`src/hdl/pso_pkg.sv`:
```
package pso_pkg;

    // ******************************************************
    // clock and timing
    // ******************************************************
    localparam int unsigned CLK_HZ           = 40_000_000;
    localparam int unsigned DBNC_SHORT_US    = 100;
    localparam int unsigned DBNC_LONG_MS     = 30;
    localparam int unsigned CHG_DBNC_MS      = 120;
    localparam int unsigned MRST_SHORT_S     = 8;
    localparam int unsigned MRST_LONG_S      = 16;
    localparam int unsigned TICK_US          = 100;
    // all long times count in 100 us ticks from one divider
    localparam int unsigned TICK_CYC         = (CLK_HZ / 1_000_000) * TICK_US;
    localparam int unsigned DBNC_SHORT_TICKS = DBNC_SHORT_US / TICK_US;
    localparam int unsigned DBNC_LONG_TICKS  = (DBNC_LONG_MS * 1000) / TICK_US;
    localparam int unsigned CHG_DBNC_TICKS   = (CHG_DBNC_MS * 1000) / TICK_US;
    localparam int unsigned MRST_SHORT_TICKS = (MRST_SHORT_S * 1_000_000) / TICK_US;
    localparam int unsigned MRST_LONG_TICKS  = (MRST_LONG_S * 1_000_000) / TICK_US;
    localparam int unsigned THERM_LIMIT_C    = 165;

    // ******************************************************
    // register map (avalon word addresses, byte offset = 4x)
    // ******************************************************
    localparam int unsigned ADDR_W       = 4;
    localparam logic [3:0]  REG_CTRL     = 4'h0;
    localparam logic [3:0]  REG_STATUS   = 4'h1;
    localparam logic [3:0]  REG_IRQ      = 4'h2;
    localparam logic [3:0]  REG_IRQ_MASK = 4'h3;
    localparam logic [3:0]  REG_ID       = 4'h4;

    // control fields
    localparam int unsigned CTRL_DBNC_SEL = 0;
    localparam int unsigned CTRL_STYLE    = 1;
    localparam int unsigned CTRL_MRST_SEL = 2;
    localparam int unsigned CTRL_PWR_OFF  = 3;
    localparam logic [3:0]  CTRL_RESET    = 4'h4;

    // interrupt bits
    localparam int unsigned IRQ_N      = 6;
    localparam int unsigned IRQ_FALL   = 0;
    localparam int unsigned IRQ_RISE   = 1;
    localparam int unsigned IRQ_UV     = 2;
    localparam int unsigned IRQ_OV     = 3;
    localparam int unsigned IRQ_THERM  = 4;
    localparam int unsigned IRQ_CHG    = 5;
    localparam logic [5:0]  MASK_RESET = 6'h3f;

    typedef enum logic [2:0] {
        PSO_ST_RESET   = 3'b000,
        PSO_ST_STANDBY = 3'b001,
        PSO_ST_CHECK   = 3'b010,
        PSO_ST_ON      = 3'b011,
        PSO_ST_DOWN    = 3'b100
    } pso_state_t;

endpackage

```
`src/hdl/pso_debounce.sv`:
```
`timescale 1ns/1ps
module pso_debounce #(
    parameter int unsigned CNT_W = 12
) (
    input  wire logic             clk,
    input  wire logic             srst,
    input  wire logic             tick,
    input  wire logic             raw,
    input  wire logic             rst_val,
    input  wire logic [CNT_W-1:0] limit,
    output logic                  level
);
    logic [CNT_W-1:0] cnt_r;

    initial begin
        if (CNT_W < 2) $error("pso_debounce: CNT_W too small");
    end

    // level follows raw only after raw differs for limit ticks in a row
    always_ff @(posedge clk) begin
        if (srst) begin
            cnt_r <= '0;
            level <= rst_val;
        end else if (srst == 1'b0 && raw == level) begin
            cnt_r <= '0;
        end else if (tick) begin
            if (cnt_r + 1'b1 >= limit) begin
                level <= raw;
                cnt_r <= '0;
            end else begin
                cnt_r <= cnt_r + 1'b1;
            end
        end
    end

endmodule // pso_debounce

```
`src/hdl/pso_supervisor.sv`:
```
// Chosen here: the register addresses and the Avalon-MM register port.
`timescale 1ns/1ps
// Notes on behaviour
// - internal reset held at 1 while supply below por threshold, 0 after
// - undervoltage flag raised when supply below lockout threshold in check or on state
// - undervoltage comparator disabled and ignored in standby
// - leaving standby enables undervoltage check; pass goes on, fail returns standby
// - overvoltage report inhibits operation
// - overvoltage comparator disabled and ignored in standby
// - thermal flag above 165 C forces shutdown
// - charger wake only after valid held stable for 120 ms
// - on-key debounced, 100 us or 30 ms chosen by a control bit
// - separate maskable rise and fall flags for debounced on-key
// - style bit 0 push-button, 1 slide-switch
// - debounced falling on-key edge starts power-up in both styles
// - manual reset only acts in the on state
// - push-button: key low for period powers down to standby
// - slide-switch: key high for period powers down to standby
// - each interrupt source has its own mask bit
// - irq_out_n low while any unmasked flag is set
// - all mask bits set after reset
module pso_supervisor
    import pso_pkg::*;
#(
    parameter int unsigned TICK_CYCLES = TICK_CYC,
    parameter int unsigned MRST_SHORT  = MRST_SHORT_TICKS,
    parameter int unsigned MRST_LONG   = MRST_LONG_TICKS,
    parameter int unsigned CHG_DBNC    = CHG_DBNC_TICKS,
    parameter logic [7:0]  ID_VALUE    = 8'h5a
) (
    input  wire logic               clk,
    input  wire logic               srst,
    input  wire logic               por_below,
    input  wire logic               undervoltage_lockout_below,
    input  wire logic               overvoltage_lockout_above,
    input  wire logic               therm_over,
    input  wire logic               chg_valid,
    input  wire logic               onkey_n,
    input  wire logic [ADDR_W-1:0]  avs_address,
    input  wire logic               avs_read,
    input  wire logic               avs_write,
    input  wire logic [31:0]        avs_writedata,
    output logic [31:0]             avs_readdata,
    output logic                    avs_waitrequest,
    output logic                    supply_reset_hold,
    output logic                    supply_under_flag,
    output logic                    undervoltage_lockout_enable,
    output logic                    overvoltage_lockout_enable,
    output logic                    regulators_on,
    output logic                    irq_out_n
);
    // ******************************************************
    // declarations
    // ******************************************************
    localparam int unsigned MRST_W = $clog2(MRST_LONG + 1) + 1;
    localparam int unsigned DB_W   = $clog2(CHG_DBNC + DBNC_LONG_TICKS + 1) + 1;

    pso_state_t       state_r;
    pso_state_t       state_nxt;
    logic [15:0]      div_r;
    logic             tick;
    logic             rst_hold;
    logic [3:0]       ctrl_r;
    logic [5:0]       irq_r;
    logic [5:0]       mask_r;
    logic             key_lvl;
    logic             key_lvl_d_r;
    logic             chg_lvl;
    logic             chg_lvl_d_r;
    logic             key_fall;
    logic             key_rise;
    logic             chg_wake;
    logic [DB_W-1:0]  key_limit;
    logic [MRST_W-1:0] mrst_cnt_r;
    logic [MRST_W-1:0] mrst_limit;
    logic             mrst_active;
    logic             mrst_fire;
    logic             uv_seen;
    logic             ov_seen;
    logic             fault;
    logic [5:0]       irq_set;
    logic             wr_irq;
    logic             rd_pend_r;

    initial begin
        if (TICK_CYCLES < 2 || TICK_CYCLES > 65535) $error("pso_supervisor: bad TICK_CYCLES");
        if (MRST_SHORT < 1 || MRST_SHORT > MRST_LONG) $error("pso_supervisor: bad MRST");
    end

    // ******************************************************
    // supply reset and tick divider
    // ******************************************************
    // por comparator overrides everything as a reset source
    assign rst_hold = srst | por_below;
    assign supply_reset_hold = rst_hold;

    always_ff @(posedge clk) begin
        if (rst_hold || tick) begin
            div_r <= '0;
        end else begin
            div_r <= div_r + 16'h0001;
        end
    end
    assign tick = (div_r == 16'(TICK_CYCLES - 1));

    // ******************************************************
    // debouncers
    // ******************************************************
    // key is debounced in its active-high sense so reset level means released
    assign key_limit = ctrl_r[CTRL_DBNC_SEL] ? DB_W'(DBNC_LONG_TICKS)
                                             : DB_W'(DBNC_SHORT_TICKS);

    pso_debounce #(.CNT_W(DB_W)) u_key_dbnc (
        .clk     (clk),
        .srst    (rst_hold),
        .tick    (tick),
        .raw     (~onkey_n),
        .rst_val (1'b0),
        .limit   (key_limit),
        .level   (key_lvl)
    );

    pso_debounce #(.CNT_W(DB_W)) u_chg_dbnc (
        .clk     (clk),
        .srst    (rst_hold),
        .tick    (tick),
        .raw     (chg_valid),
        .rst_val (1'b0),
        .limit   (DB_W'(CHG_DBNC)),
        .level   (chg_lvl)
    );

    always_ff @(posedge clk) begin
        if (rst_hold) begin
            key_lvl_d_r <= 1'b0;
            chg_lvl_d_r <= 1'b0;
        end else begin
            key_lvl_d_r <= key_lvl;
            chg_lvl_d_r <= chg_lvl;
        end
    end
    // pin falling = key pressed = debounced level rising
    assign key_fall = key_lvl & ~key_lvl_d_r;
    assign key_rise = ~key_lvl & key_lvl_d_r;
    assign chg_wake = chg_lvl & ~chg_lvl_d_r;

    // ******************************************************
    // manual reset timer
    // ******************************************************
    assign mrst_limit = ctrl_r[CTRL_MRST_SEL] ? MRST_W'(MRST_LONG) : MRST_W'(MRST_SHORT);
    // timed state: pressed in push-button style, released in slide style
    assign mrst_active = (state_r == PSO_ST_ON) &&
                         (ctrl_r[CTRL_STYLE] ? ~key_lvl : key_lvl);

    always_ff @(posedge clk) begin
        if (rst_hold || !mrst_active) begin
            mrst_cnt_r <= '0;
        end else if (tick && mrst_cnt_r < mrst_limit) begin
            mrst_cnt_r <= mrst_cnt_r + 1'b1;
        end
    end
    assign mrst_fire = mrst_active && (mrst_cnt_r >= mrst_limit);

    // ******************************************************
    // on/off control
    // ******************************************************
    // comparators are powered only outside standby
    assign undervoltage_lockout_enable = (state_r == PSO_ST_CHECK) || (state_r == PSO_ST_ON);
    assign overvoltage_lockout_enable = undervoltage_lockout_enable;
    assign uv_seen     = undervoltage_lockout_enable & undervoltage_lockout_below;
    assign ov_seen     = overvoltage_lockout_enable & overvoltage_lockout_above;
    assign supply_under_flag = uv_seen;
    assign fault       = uv_seen | ov_seen | therm_over;
    assign regulators_on = (state_r == PSO_ST_ON);

    always_comb begin
        state_nxt = state_r;
        case (state_r)
            PSO_ST_RESET: begin
                state_nxt = PSO_ST_STANDBY;
            end
            PSO_ST_STANDBY: begin
                if ((key_fall || chg_wake) && !therm_over) begin
                    state_nxt = PSO_ST_CHECK;
                end
            end
            PSO_ST_CHECK: begin
                state_nxt = fault ? PSO_ST_STANDBY : PSO_ST_ON;
            end
            PSO_ST_ON: begin
                if (fault || mrst_fire || ctrl_r[CTRL_PWR_OFF]) begin
                    state_nxt = PSO_ST_DOWN;
                end
            end
            PSO_ST_DOWN: begin
                state_nxt = PSO_ST_STANDBY;
            end
            default: begin
                state_nxt = PSO_ST_RESET;
            end
        endcase
    end

    always_ff @(posedge clk) begin
        if (rst_hold) begin
            state_r <= PSO_ST_RESET;
        end else begin
            state_r <= state_nxt;
        end
    end

    // ******************************************************
    // control register and interrupts
    // ******************************************************
    always_ff @(posedge clk) begin
        if (rst_hold) begin
            ctrl_r <= CTRL_RESET;
            mask_r <= MASK_RESET;
        end else if (avs_write && !avs_waitrequest) begin
            if (avs_address == REG_CTRL) begin
                ctrl_r <= avs_writedata[3:0];
            end
            if (avs_address == REG_IRQ_MASK) begin
                mask_r <= avs_writedata[IRQ_N-1:0];
            end
        end else if (state_r != PSO_ST_ON) begin
            ctrl_r[CTRL_PWR_OFF] <= 1'b0;
        end
    end

    assign irq_set = {chg_wake, therm_over, ov_seen, uv_seen, key_rise, key_fall};
    assign wr_irq  = avs_write && !avs_waitrequest && (avs_address == REG_IRQ);

    // write one to clear; a new event in the same cycle wins
    always_ff @(posedge clk) begin
        if (rst_hold) begin
            irq_r <= '0;
        end else if (wr_irq) begin
            irq_r <= (irq_r & ~avs_writedata[IRQ_N-1:0]) | irq_set;
        end else begin
            irq_r <= irq_r | irq_set;
        end
    end

    assign irq_out_n = ~|(irq_r & ~mask_r);

    // ******************************************************
    // avalon slave: writes in one cycle, reads wait one cycle
    // ******************************************************
    always_ff @(posedge clk) begin
        if (rst_hold) begin
            rd_pend_r    <= 1'b0;
            avs_readdata <= '0;
        end else begin
            rd_pend_r <= avs_read && !rd_pend_r;
            case (avs_address)
                REG_CTRL:     avs_readdata <= {28'h0, ctrl_r};
                REG_STATUS:   avs_readdata <= {24'h0, chg_lvl, therm_over, ov_seen, uv_seen,
                                               key_lvl, state_r};
                REG_IRQ:      avs_readdata <= {26'h0, irq_r};
                REG_IRQ_MASK: avs_readdata <= {26'h0, mask_r};
                REG_ID:       avs_readdata <= {24'h0, ID_VALUE};      // arbitrary value
                default:      avs_readdata <= 32'h0;
            endcase
        end
    end
    assign avs_waitrequest = avs_read && !rd_pend_r;

    // ******************************************************
    // assertions
    // ******************************************************
    a_reset_hold: assert property (@(posedge clk) por_below |-> supply_reset_hold)
        else $error("reset not held below por");
    a_uv_standby: assert property (@(posedge clk) disable iff (rst_hold)
        (state_r == PSO_ST_STANDBY) |-> !supply_under_flag)
        else $error("uv flag seen in standby");
    a_ov_standby: assert property (@(posedge clk) disable iff (rst_hold)
        (state_r == PSO_ST_STANDBY) |-> !overvoltage_lockout_enable)
        else $error("ov comparator on in standby");
    a_check_fail: assert property (@(posedge clk) disable iff (rst_hold)
        (state_r == PSO_ST_CHECK && fault) |=> state_r == PSO_ST_STANDBY)
        else $error("failed check did not return to standby");
    a_fault_off: assert property (@(posedge clk) disable iff (rst_hold)
        (state_r == PSO_ST_ON && (ov_seen || therm_over)) |=> state_r == PSO_ST_DOWN)
        else $error("fault did not power down");
    a_wake_key: assert property (@(posedge clk) disable iff (rst_hold)
        (state_r == PSO_ST_STANDBY && key_fall && !therm_over) |=> state_r == PSO_ST_CHECK)
        else $error("key press did not wake");
    a_mrst_on_only: assert property (@(posedge clk) disable iff (rst_hold)
        mrst_fire |-> state_r == PSO_ST_ON)
        else $error("manual reset outside on");
    a_mrst_down: assert property (@(posedge clk) disable iff (rst_hold)
        mrst_fire |=> state_r == PSO_ST_DOWN ##1 state_r == PSO_ST_STANDBY)
        else $error("manual reset did not reach standby");
    a_irq_pin: assert property (@(posedge clk) disable iff (rst_hold)
        $rose(irq_r[IRQ_FALL]) && !mask_r[IRQ_FALL] |-> !irq_out_n)
        else $error("unmasked flag did not assert irq");
    a_mask_reset: assert property (@(posedge clk)
        $fell(rst_hold) |-> mask_r == MASK_RESET && irq_out_n)
        else $error("masks not set after reset");
endmodule // pso_supervisor

```
`config.mk`:
```
export PLATFORM = sky130hd
export DESIGN_NAME = pso_supervisor
export DESIGN_NICKNAME = d
export VERILOG_FILES = /design/src/hdl/pso_pkg.sv /design/src/hdl/pso_debounce.sv /design/src/hdl/pso_supervisor.sv
export SDC_FILE = /design/constraint.sdc
export NUM_CORES = 1
export LEC_CHECK = 0
export ABC_AREA = 0
export BUFFER_PORTS_ARGS = -buffer_cell sky130_fd_sc_hd__buf_2
export CAP_MARGIN = 40
export CORE_MARGIN = 2
export CORE_UTILIZATION = 51
export DETAILED_ROUTE_END_ITERATION = 12
export PLACE_DENSITY_LB_ADDON = 0.08
export SETUP_SLACK_MARGIN = 0.15
export SKIP_CTS_REPAIR_TIMING = 1
export SLEW_MARGIN = 20
export SYNTH_ARGS = -nofsm -noshare
export SYNTH_HDL_FRONTEND = slang
export SYNTH_SLANG_ARGS = --single-unit
```
`constraint.sdc`:
```
create_clock -name clk -period 7.1 [get_ports clk]
set_input_delay 0.71 -clock clk [delete_from_list [all_inputs] [get_ports clk]]
set_output_delay 0.71 -clock clk [all_outputs]
set_load 0.005 [all_outputs]
```
==> results.yml, run 1 <==
logic_synthesis:
  synth_seq_cells: 91
  synth_area_sq_mm: 0.004967
  netlist.area_leader.share_pct: 36.68
  synth_top_area_cell: "dfxtp_1"
  synth-main-ff-cell: "dfxtp_1"
  ys_types: 64
  yosysWarnings: 0
  synth_edf_count: 0
  synthCells: 606
  ys_seq_area_share_pct: 36.68
  async_reset_ff_share_pct: 0
  avgSynthCellArea_sq_um: 8.197
  synthTopCellsByArea: "dfxtp_1, nand2_1, ha_1"
sta:
  setup_viol: 0
  slew_headroom_pct: 48.41
  clock.fmax_mhz: 328.5
  rsz0062_at_grt: "false"
  final_min_period_over_clock_period_pct: 42.88
  period_needed_ns: 3.044
  finalHoldViolations: 0
  finalMaxSlewViolations: 0
  setup_tns_ns: 0
  clock-skew-final_ns: 0.009249
  tightestPinTransition_ns: 0.7631
setup_path:
  cp-start-kind: "register"
  cp_max_fo: 19
  endpoint_kind: "register"
  arrival_ns: 3.33
  setup.worst_path.class: "register to register"
  required_ns: 7.39
clocking:
  cts_tree: "yes"
  clock-sinks: 91
  clk_latency_ns: 0.37
  htreeDepth: 3
  cts-root-buf: "clkbuf_8"
  numCtsBuffers: 9
  clockBufferDepth: 2
  clkSlewWorstSetupHoldPaths_ns: 0.09
detailed_routing:
  wl_um: 10610
  drc_errors: 0
  route.detailed.wl_per_inst_um: 13.87
  drt_iter0_drc: 168
  first_pass_iters: 5
  vias_per_cell: 5.644
  ant_nets: 0
  vias: 4318
layout:
  fin_nets: 689
  stdcell_area_sq_mm: 0.005316
  syn_to_final_growth_pct: 7.028
  layout-drive-gt1-share_pct: 11.08
  final_cell_mix: "dfxtp_1, nand2_1, nor2_1"
  layout_commonest_cell: "dfxtp_1"
  antenna_cells: 0
grt:
  antenna_found_initial: 0
  grt_pass1_vias: 3697
  grt-ovfl-total: 0
  grt_pass1_wl_um: 17570
  grt_max_degree: 30
  grt_use_total_pct: 20.99
job:
  drv_cap: 0
floorplanning:
  placeableCoreArea_sq_mm: 0.009594
  start_util_pct: 51.77
  chipHeight_um: 102.7
  die_w_um: 102.7
  core.rowCount: 36
  dieArea_sq_mm: 0.01055
  io_pins: 85
pwr:
  internal_power_mw: 0.6982
  p_comb_share_pct: 3.9
  p_sw_mw: 0.2213
  p_leak_nw: 2.001
  p_per_area_mw_per_mm2: 173.0
  power_frac_seq_pct: 55.8
  vdd_drop_max_uv: 73.72
  switching_share_pct: 24.06
  p_clk_share_pct: 40.3
worst_hold_path:
  hp-class: "register to register"
placed_design:
  numPortBuffers: 34
  dpl_cell_area_sq_mm: 0.005109
  dp.final_hpwl_um: 7517
  gp_congestion: 0.8679
status:
  outcome: "finished, final reports clean"
[per-layer routing]
metal / up-vias / global-route usage (%) / part of all wire, %
li1: 2170 / - / -
met1: 2034 / 29.45 / 49
met2: 102 / 32.08 / 45
met3: 12 / 3.186 / 4.4
met4: 0 / 9.128 / 1.8
met5: - / 0 / 0
[cells in the mapped netlist (2+ instances only)]
cell type,number
dfxtp_1,91
nand2_1,62
nor2_1,52
a21oi_1,36
nand3_1,33
buf_4,26
inv_1,24
o21ai_0,22
and3_1,20
nor3_1,20
nand4_1,18
xor2_1,18
clkbuf_1,17
ha_1,16
xnor2_1,15
mux2i_1,14
or3_1,10
buf_2,8
nor4_1,8
or4_1,8
a31oi_1,7
o31ai_1,7
o21a_1,6
o22ai_1,6
nor2b_1,4
a211oi_1,3
a222oi_1,3
a22oi_1,3
and2_1,3
nand2b_1,3
nor4b_1,3
o31a_1,3
or2_2,3
and4_1,2
nor3b_1,2
o311a_1,2
[metrics by stage]
stage               total power, mW  worst slack [ns]  hold slack [ns]  util, %  std cells
CTS                          0.9292             4.029           0.4811    55.41        765
finish                       0.9195             4.056           0.4733    55.41        765
floorplan                    0.5556             4.735           0.4297        -        629
detailed placement           0.5602             4.065           0.4589    53.25        749
global route                 0.9552             3.801           0.5168    55.41        765
global placement             0.5601             4.105           0.4428    53.12        747
[worst paths after layout]
path | from | endpoint | slack (ns) | cells past startpoint
max | ctrl_r[2] | mrst_cnt_r[13] | 4.06 | 9
min reg2reg | div_r[0] | div_r[0] | 0.47 | 1
max reg2reg | ctrl_r[2] | mrst_cnt_r[13] | 4.06 | 9
min | div_r[0] | div_r[0] | 0.47 | 1
[power groups by stage]
stage          Combinational [mW]  Sequential, mW  Clock (mW)
3_3_place_gp               0.0350           0.525           0
4_1_cts                    0.0352           0.513       0.381
3_5_place_dp               0.0350           0.525           0
6_report                   0.0357           0.513       0.371
2_1_floorplan              0.0307           0.525           0
5_1_grt                    0.0406           0.514       0.401
[logic make-up after synthesis]
family / count (synthesis) / synth area share [%]
mux: 16 / 3.501
other cells: 1 / 0.07549
compound gates: 110 / 14.16
buf+inv: 78 / 8.413
flops: 91 / 36.68
simple gates: 261 / 27.33
fa+ha+maj: 16 / 4.030
xor+xnor: 33 / 5.819
[critical path, stage by stage, from the launching register on]
cell      delay, ns
dfxtp_1        0.44
inv_1          0.13
ha_1           0.32
a211oi_1       0.38
nor3b_1        0.31
a22oi_1        0.27
buf_4          0.26
buf_4          0.19
or4_1          0.50
a21oi_1        0.14
[sequential cells by signal (all words and copies together) (netlist names)]
| signal | flops |
|---|---|
| u_chg_dbnc.cnt_r | 12 |
| mrst_cnt_r | 19 |
| irq_r | 6 |
| ctrl_r | 4 |
| key_lvl_d_r | 1 |
| rd_pend_r | 1 |
| u_chg_dbnc.level | 1 |
| u_key_dbnc.level | 1 |
| state_r | 3 |
| div_r | 16 |
| chg_lvl_d_r | 1 |
| u_key_dbnc.cnt_r | 12 |
| mask_r | 6 |
| avs_readdata | 8 |
[cell type report]
cell class                      count  area [sq um]
Fill cell                         906          4278
Multi-Input combinational cell    460          2814
Sequential cell                    91          1822
Timing Repair Buffer               40         212.7
Tap cell                          133         166.4
Clock buffer                       10         137.6
Inverter                           25         93.84
Clock inverter                      6         70.07
Power figures use the tool's default switching activity.
==> run 2, diff against run 1 <==
==> constraint.sdc (replaced) <==
create_clock -name clk -period 3 [get_ports clk]
set_input_delay 0.3 -clock clk [delete_from_list [all_inputs] [get_ports clk]]
set_output_delay 0.3 -clock clk [all_outputs]
set_load 0.005 [all_outputs]
==> results.yml, run 2 (synthesized netlist as in run 1, its figures left out) <==
status:
  outcome: "finished, final reports clean"
floorplanning:
  io_pins: 85
  chipHeight_um: 102.7
  placeableCoreArea_sq_mm: 0.009594
  die_w_um: 102.7
  start_util_pct: 51.77
  dieArea_sq_mm: 0.01055
  core.rowCount: 36
worst_hold_path:
  hp-class: "primary input to register"
sta:
  clock.fmax_mhz: 382.2
  setup_slack_ns: 0.3838
  clock-skew-final_ns: 0.007377
  rsz0062_at_grt: "false"
  slew_headroom_pct: 47.30
  tightestPinTransition_ns: 0.7795
  finalMaxSlewViolations: 0
  final_min_period_over_clock_period_pct: 87.21
  setup_viol: 0
  finalHoldViolations: 0
  setup_tns_ns: 0
  period_needed_ns: 2.616
detailed_routing:
  drt_iter0_drc: 133
  route.detailed.wl_per_inst_um: 14.21
  vias: 4293
  first_pass_iters: 4
  ant_nets: 0
  wl_um: 10940
  drc_errors: 0
  vias_per_cell: 5.575
clocking:
  clkSlewWorstSetupHoldPaths_ns: 0.09
  numCtsBuffers: 9
  clockBufferDepth: 2
  cts-root-buf: "clkbuf_8"
  cts_tree: "yes"
  htreeDepth: 3
  clk_latency_ns: 0.36
  clock-sinks: 91
setup_path:
  slowest_delay_ns: 0.51
  endpoint_kind: "register"
  critPathSlowestCell: "or4_1"
  cp-start-kind: "register"
  crit_chain: "inv_1 > ha_1 > a211oi_2 > nor3b_1 > a22oi_1 > buf_4 > or4_1 > a21oi_1"
  arrival_ns: 2.89
  ff2ff_setup_slack_ns: 0.38
  setup.worst_path.class: "register to register"
  cp_max_fo: 25
  required_ns: 3.27
layout:
  antenna_cells: 0
  stdcell_area_sq_mm: 0.005323
  largest_reg_flops: 19
  multiInputGateArea_sq_mm: 0.002819
  regArea_sq_mm: 0.001822
  layout-drive-gt1-share_pct: 11.77
  fin_nets: 694
  syn_to_final_growth_pct: 7.154
  num-fill-cells: 941
  final_cell_mix: "dfxtp_1, nand2_1, nor2_1"
  regMostFlops: "mrst_cnt_r"
  layout_commonest_cell: "dfxtp_1"
  top_regs: "mrst_cnt_r x19, div_r x16"
pwr:
  p_leak_nw: 2.011
  power.total_mw: 2.047
  vdd_drop_max_uv: 204.7
  p_per_area_mw_per_mm2: 384.7
grt:
  grt_use_total_pct: 21.24
  grt_max_degree: 30
  grt_pass1_vias: 3829
  use_met2_pct: 33.53
  grtUsageMet1_pct: 29.46
  grt_pass1_wl_um: 17960
  antenna_found_initial: 0
  busiest_layer: "met2"
  use_met3_pct: 3.729
  grt-ovfl-total: 0
placed_design:
  dpl_cell_area_sq_mm: 0.005149
  numPortBuffers: 34
  dp.final_hpwl_um: 7908
  gp_congestion: 0.8368
  pre_cts_slack_ns: 0.3110
job:
  drv_cap: 0
-- run 2: changes by cell type in the layout (fill, tap and decap cells not counted), sizes merged --
cell / before / now
inv: 26 / 25
bufinv: 1 / 0
clkinv: 1 / 3
buf: 40 / 45
-- run 2: worst paths after layout --
check                         from  cells past startpoint        endpoint
setup / recovery         ctrl_r[2]                      8  mrst_cnt_r[13]
setup reg to reg         ctrl_r[2]                      8  mrst_cnt_r[13]
hold reg to reg           div_r[0]                      1        div_r[0]
hold / removal    avs_writedata[5]                      3       mask_r[5]
-- run 2: final cells by class --
| class | count | share of cell area, % |
|---|---|---|
| Clock buffer | 10 | 2.398 |
| Sequential cell | 91 | 34.23 |
| Multi-Input combinational cell | 460 | 52.96 |
| Clock inverter | 6 | 0.7757 |
| Inverter | 25 | 1.763 |
| Tap cell | 133 | 3.126 |
| Timing Repair Buffer | 45 | 4.748 |
-- run 2: metal layers --
layer | vias up | routed length (um)
li1 | 2173 | -
met1 | 2020 | 5359
met2 | 90 | 4992
met3 | 10 | 451
met4 | 0 | 134
met5 | - | 0
-- run 2: through the flow --
| step | util (%) | hold WS [ns] | cells |
|---|---|---|---|
| floorplan | - | 0.3787 | 629 |
| global placement | 53.66 | 0.4446 | 754 |
| detailed placement | 53.66 | 0.4606 | 754 |
| CTS | 55.43 | 0.1539 | 770 |
| global route | 55.48 | 0.1720 | 770 |
| finish | 55.48 | 0.1677 | 770 |
-- run 2: where the power goes --
part | switching (mW) | internal, mW | leakage [nW]
combinational | 0.0576 | 0.0290 | 1.20
clock | 0.445 | 0.302 | 0.0787
sequential | 0.00324 | 1.21 | 0.734
total | 0.506 | 1.54 | 2.01
-- run 2: critical path: cells and delay by family, from the launching register on --
family          cells  cell delay (ns)
flops               1             0.42
buf+inv             2             0.36
compound gates      3             0.60
fa+ha+maj           1             0.34
simple gates        2             0.82
==> run 3, diff against run 2 <==
--- a/config.mk
+++ b/config.mk
@@ -10,10 +10,12 @@
 export CAP_MARGIN = 40
 export CORE_MARGIN = 2
 export CORE_UTILIZATION = 51
+export CTS_BUF_LIST = sky130_fd_sc_hd__clkbuf_2 sky130_fd_sc_hd__clkbuf_4 sky130_fd_sc_hd__clkbuf_8
 export DETAILED_ROUTE_END_ITERATION = 12
 export PLACE_DENSITY_LB_ADDON = 0.08
 export SETUP_SLACK_MARGIN = 0.15
 export SKIP_CTS_REPAIR_TIMING = 1
+export SKIP_LAST_GASP = 1
 export SLEW_MARGIN = 20
 export SYNTH_ARGS = -nofsm -noshare
 export SYNTH_HDL_FRONTEND = slang
==> results.yml, run 3 (synthesized netlist as in run 1, its figures left out) <==
layout:
  multiInputGateArea_sq_mm: 0.002819
  regMostFlops: "mrst_cnt_r"
  final_cell_mix: "dfxtp_1, nand2_1, nor2_1"
  num-fill-cells: 939
  top_regs: "mrst_cnt_r x19, div_r x16"
  syn_to_final_growth_pct: 7.229
  largest_reg_flops: 19
  layout_commonest_cell: "dfxtp_1"
  antenna_cells: 0
  fin_nets: 694
  layout-drive-gt1-share_pct: 11.93
  regArea_sq_mm: 0.001822
  fin_util_pct: 55.52
setup_path:
  cp-start-kind: "register"
  setup.worst_path.class: "register to register"
  arrival_ns: 2.89
  required_ns: 3.27
  critPathSlowestCell: "or4_1"
  endpoint_kind: "register"
  slowest_delay_ns: 0.51
  crit_chain: "inv_1 > ha_1 > a211oi_2 > nor3b_1 > a22oi_1 > buf_4 > or4_1 > a21oi_1"
  cp_max_fo: 25
clocking:
  numCtsBuffers: 9
  htreeDepth: 3
  clkSlewWorstSetupHoldPaths_ns: 0.09
  cts-root-buf: "clkbuf_8"
  cts_tree: "yes"
  clk_latency_ns: 0.36
  clockBufferDepth: 2
  clock-sinks: 91
grt:
  use_met3_pct: 3.729
  use_met2_pct: 33.53
  grt_max_degree: 30
  grt_pass1_vias: 3829
  antenna_found_initial: 0
  grtUsageMet1_pct: 29.46
  busiest_layer: "met2"
  grt_use_total_pct: 21.24
  grt-ovfl-total: 0
  grt_pass1_wl_um: 17960
floorplanning:
  chipHeight_um: 102.7
  core.rowCount: 36
  start_util_pct: 51.77
  io_pins: 85
  dieArea_sq_mm: 0.01055
  placeableCoreArea_sq_mm: 0.009594
  die_w_um: 102.7
detailed_routing:
  vias: 4301
  ant_nets: 0
  route.detailed.wl_per_inst_um: 14.20
  vias_per_cell: 5.586
  wl_um: 10930
  drc_errors: 0
  drt_iter0_drc: 134
  first_pass_iters: 6
sta:
  tightestPinTransition_ns: 0.7832
  setup_slack_ns: 0.3809
  final_min_period_over_clock_period_pct: 87.30
  finalHoldViolations: 0
  period_needed_ns: 2.619
  clock.fmax_mhz: 381.8
  setup_viol: 0
  finalMaxSlewViolations: 0
  rsz0062_at_grt: "false"
  slew_headroom_pct: 47.05
  setup_tns_ns: 0
  clock-skew-final_ns: 0.006953
pwr:
  p_clk_share_pct: 36.7
  p_per_area_mw_per_mm2: 386.1
  switching_share_pct: 24.60
  p_comb_share_pct: 4.2
  power_frac_seq_pct: 59.0
  internal_power_mw: 1.551
  p_sw_mw: 0.5059
  power.total_mw: 2.057
  vdd_drop_max_uv: 204.7
  p_leak_nw: 2.015
placed_design:
  numPortBuffers: 34
  dp.final_hpwl_um: 7908
  gp_congestion: 0.8368
  pre_cts_slack_ns: 0.3110
status:
  outcome: "finished, final reports clean"
job:
  drv_cap: 0
worst_hold_path:
  hp-class: "primary input to register"
==> run 3: cell counts in the layout (fill, tap and decap cells not counted) <==
Identical to the previous run, type by type.
==> run 3: cell type report <==
cell class / count / area share, %
Multi-Input combinational cell: 460 / 52.92
Clock buffer: 10 / 2.467
Timing Repair Buffer: 45 / 4.745
Clock inverter: 6 / 0.7752
Inverter: 25 / 1.762
Tap cell: 133 / 3.124
Sequential cell: 91 / 34.20
==> run 3: worst max-delay path: cells and delay by family (launching register included) <==
family,cells,cell delay (ns)
and+or+nand+nor,2,0.82
AOI/OAI and AO/OA,3,0.60
DFF,1,0.42
buffers and inverters,2,0.36
adders and majority gates,1,0.34
==> run 3: layer usage <==
| layer | up-vias | routed length (um) |
|---|---|---|
| li1 | 2173 | - |
| met1 | 2033 | 5360 |
| met2 | 85 | 5009 |
| met3 | 10 | 428 |
| met4 | 0 | 134 |
| met5 | - | 0 |
==> run 3: final timing paths <==
kind	from	to	slack [ns]	depth (start not counted)
worst max-delay path	ctrl_r[2]	mrst_cnt_r[13]	0.38	8
worst max register to register	ctrl_r[2]	mrst_cnt_r[13]	0.38	8
worst min-delay path	avs_writedata[5]	mask_r[5]	0.17	3
worst min register to register	div_r[0]	div_r[0]	0.48	1
==> run 3: power by group through the flow <==
stage	registers [mW]	logic (mW)	clock network (mW)
after floorplan	1.24	0.0727	0
after global placement	1.24	0.0843	0
after detailed placement	1.24	0.0849	0
after CTS	1.21	0.0853	0.782
after global routing	1.22	0.0974	0.836
final	1.21	0.0867	0.756
==> run 3: metrics by stage <==
| stage | instances | hold WS (ns) | cell area [sq um] |
|---|---|---|---|
| final | 770 | 0.1674 | 5326 |
| after global routing | 770 | 0.1716 | 5326 |
| after CTS | 770 | 0.1534 | 5321 |
| after detailed placement | 754 | 0.4606 | 5149 |
| after global placement | 754 | 0.4446 | 5149 |
| after floorplan | 629 | 0.3787 | 5054 |
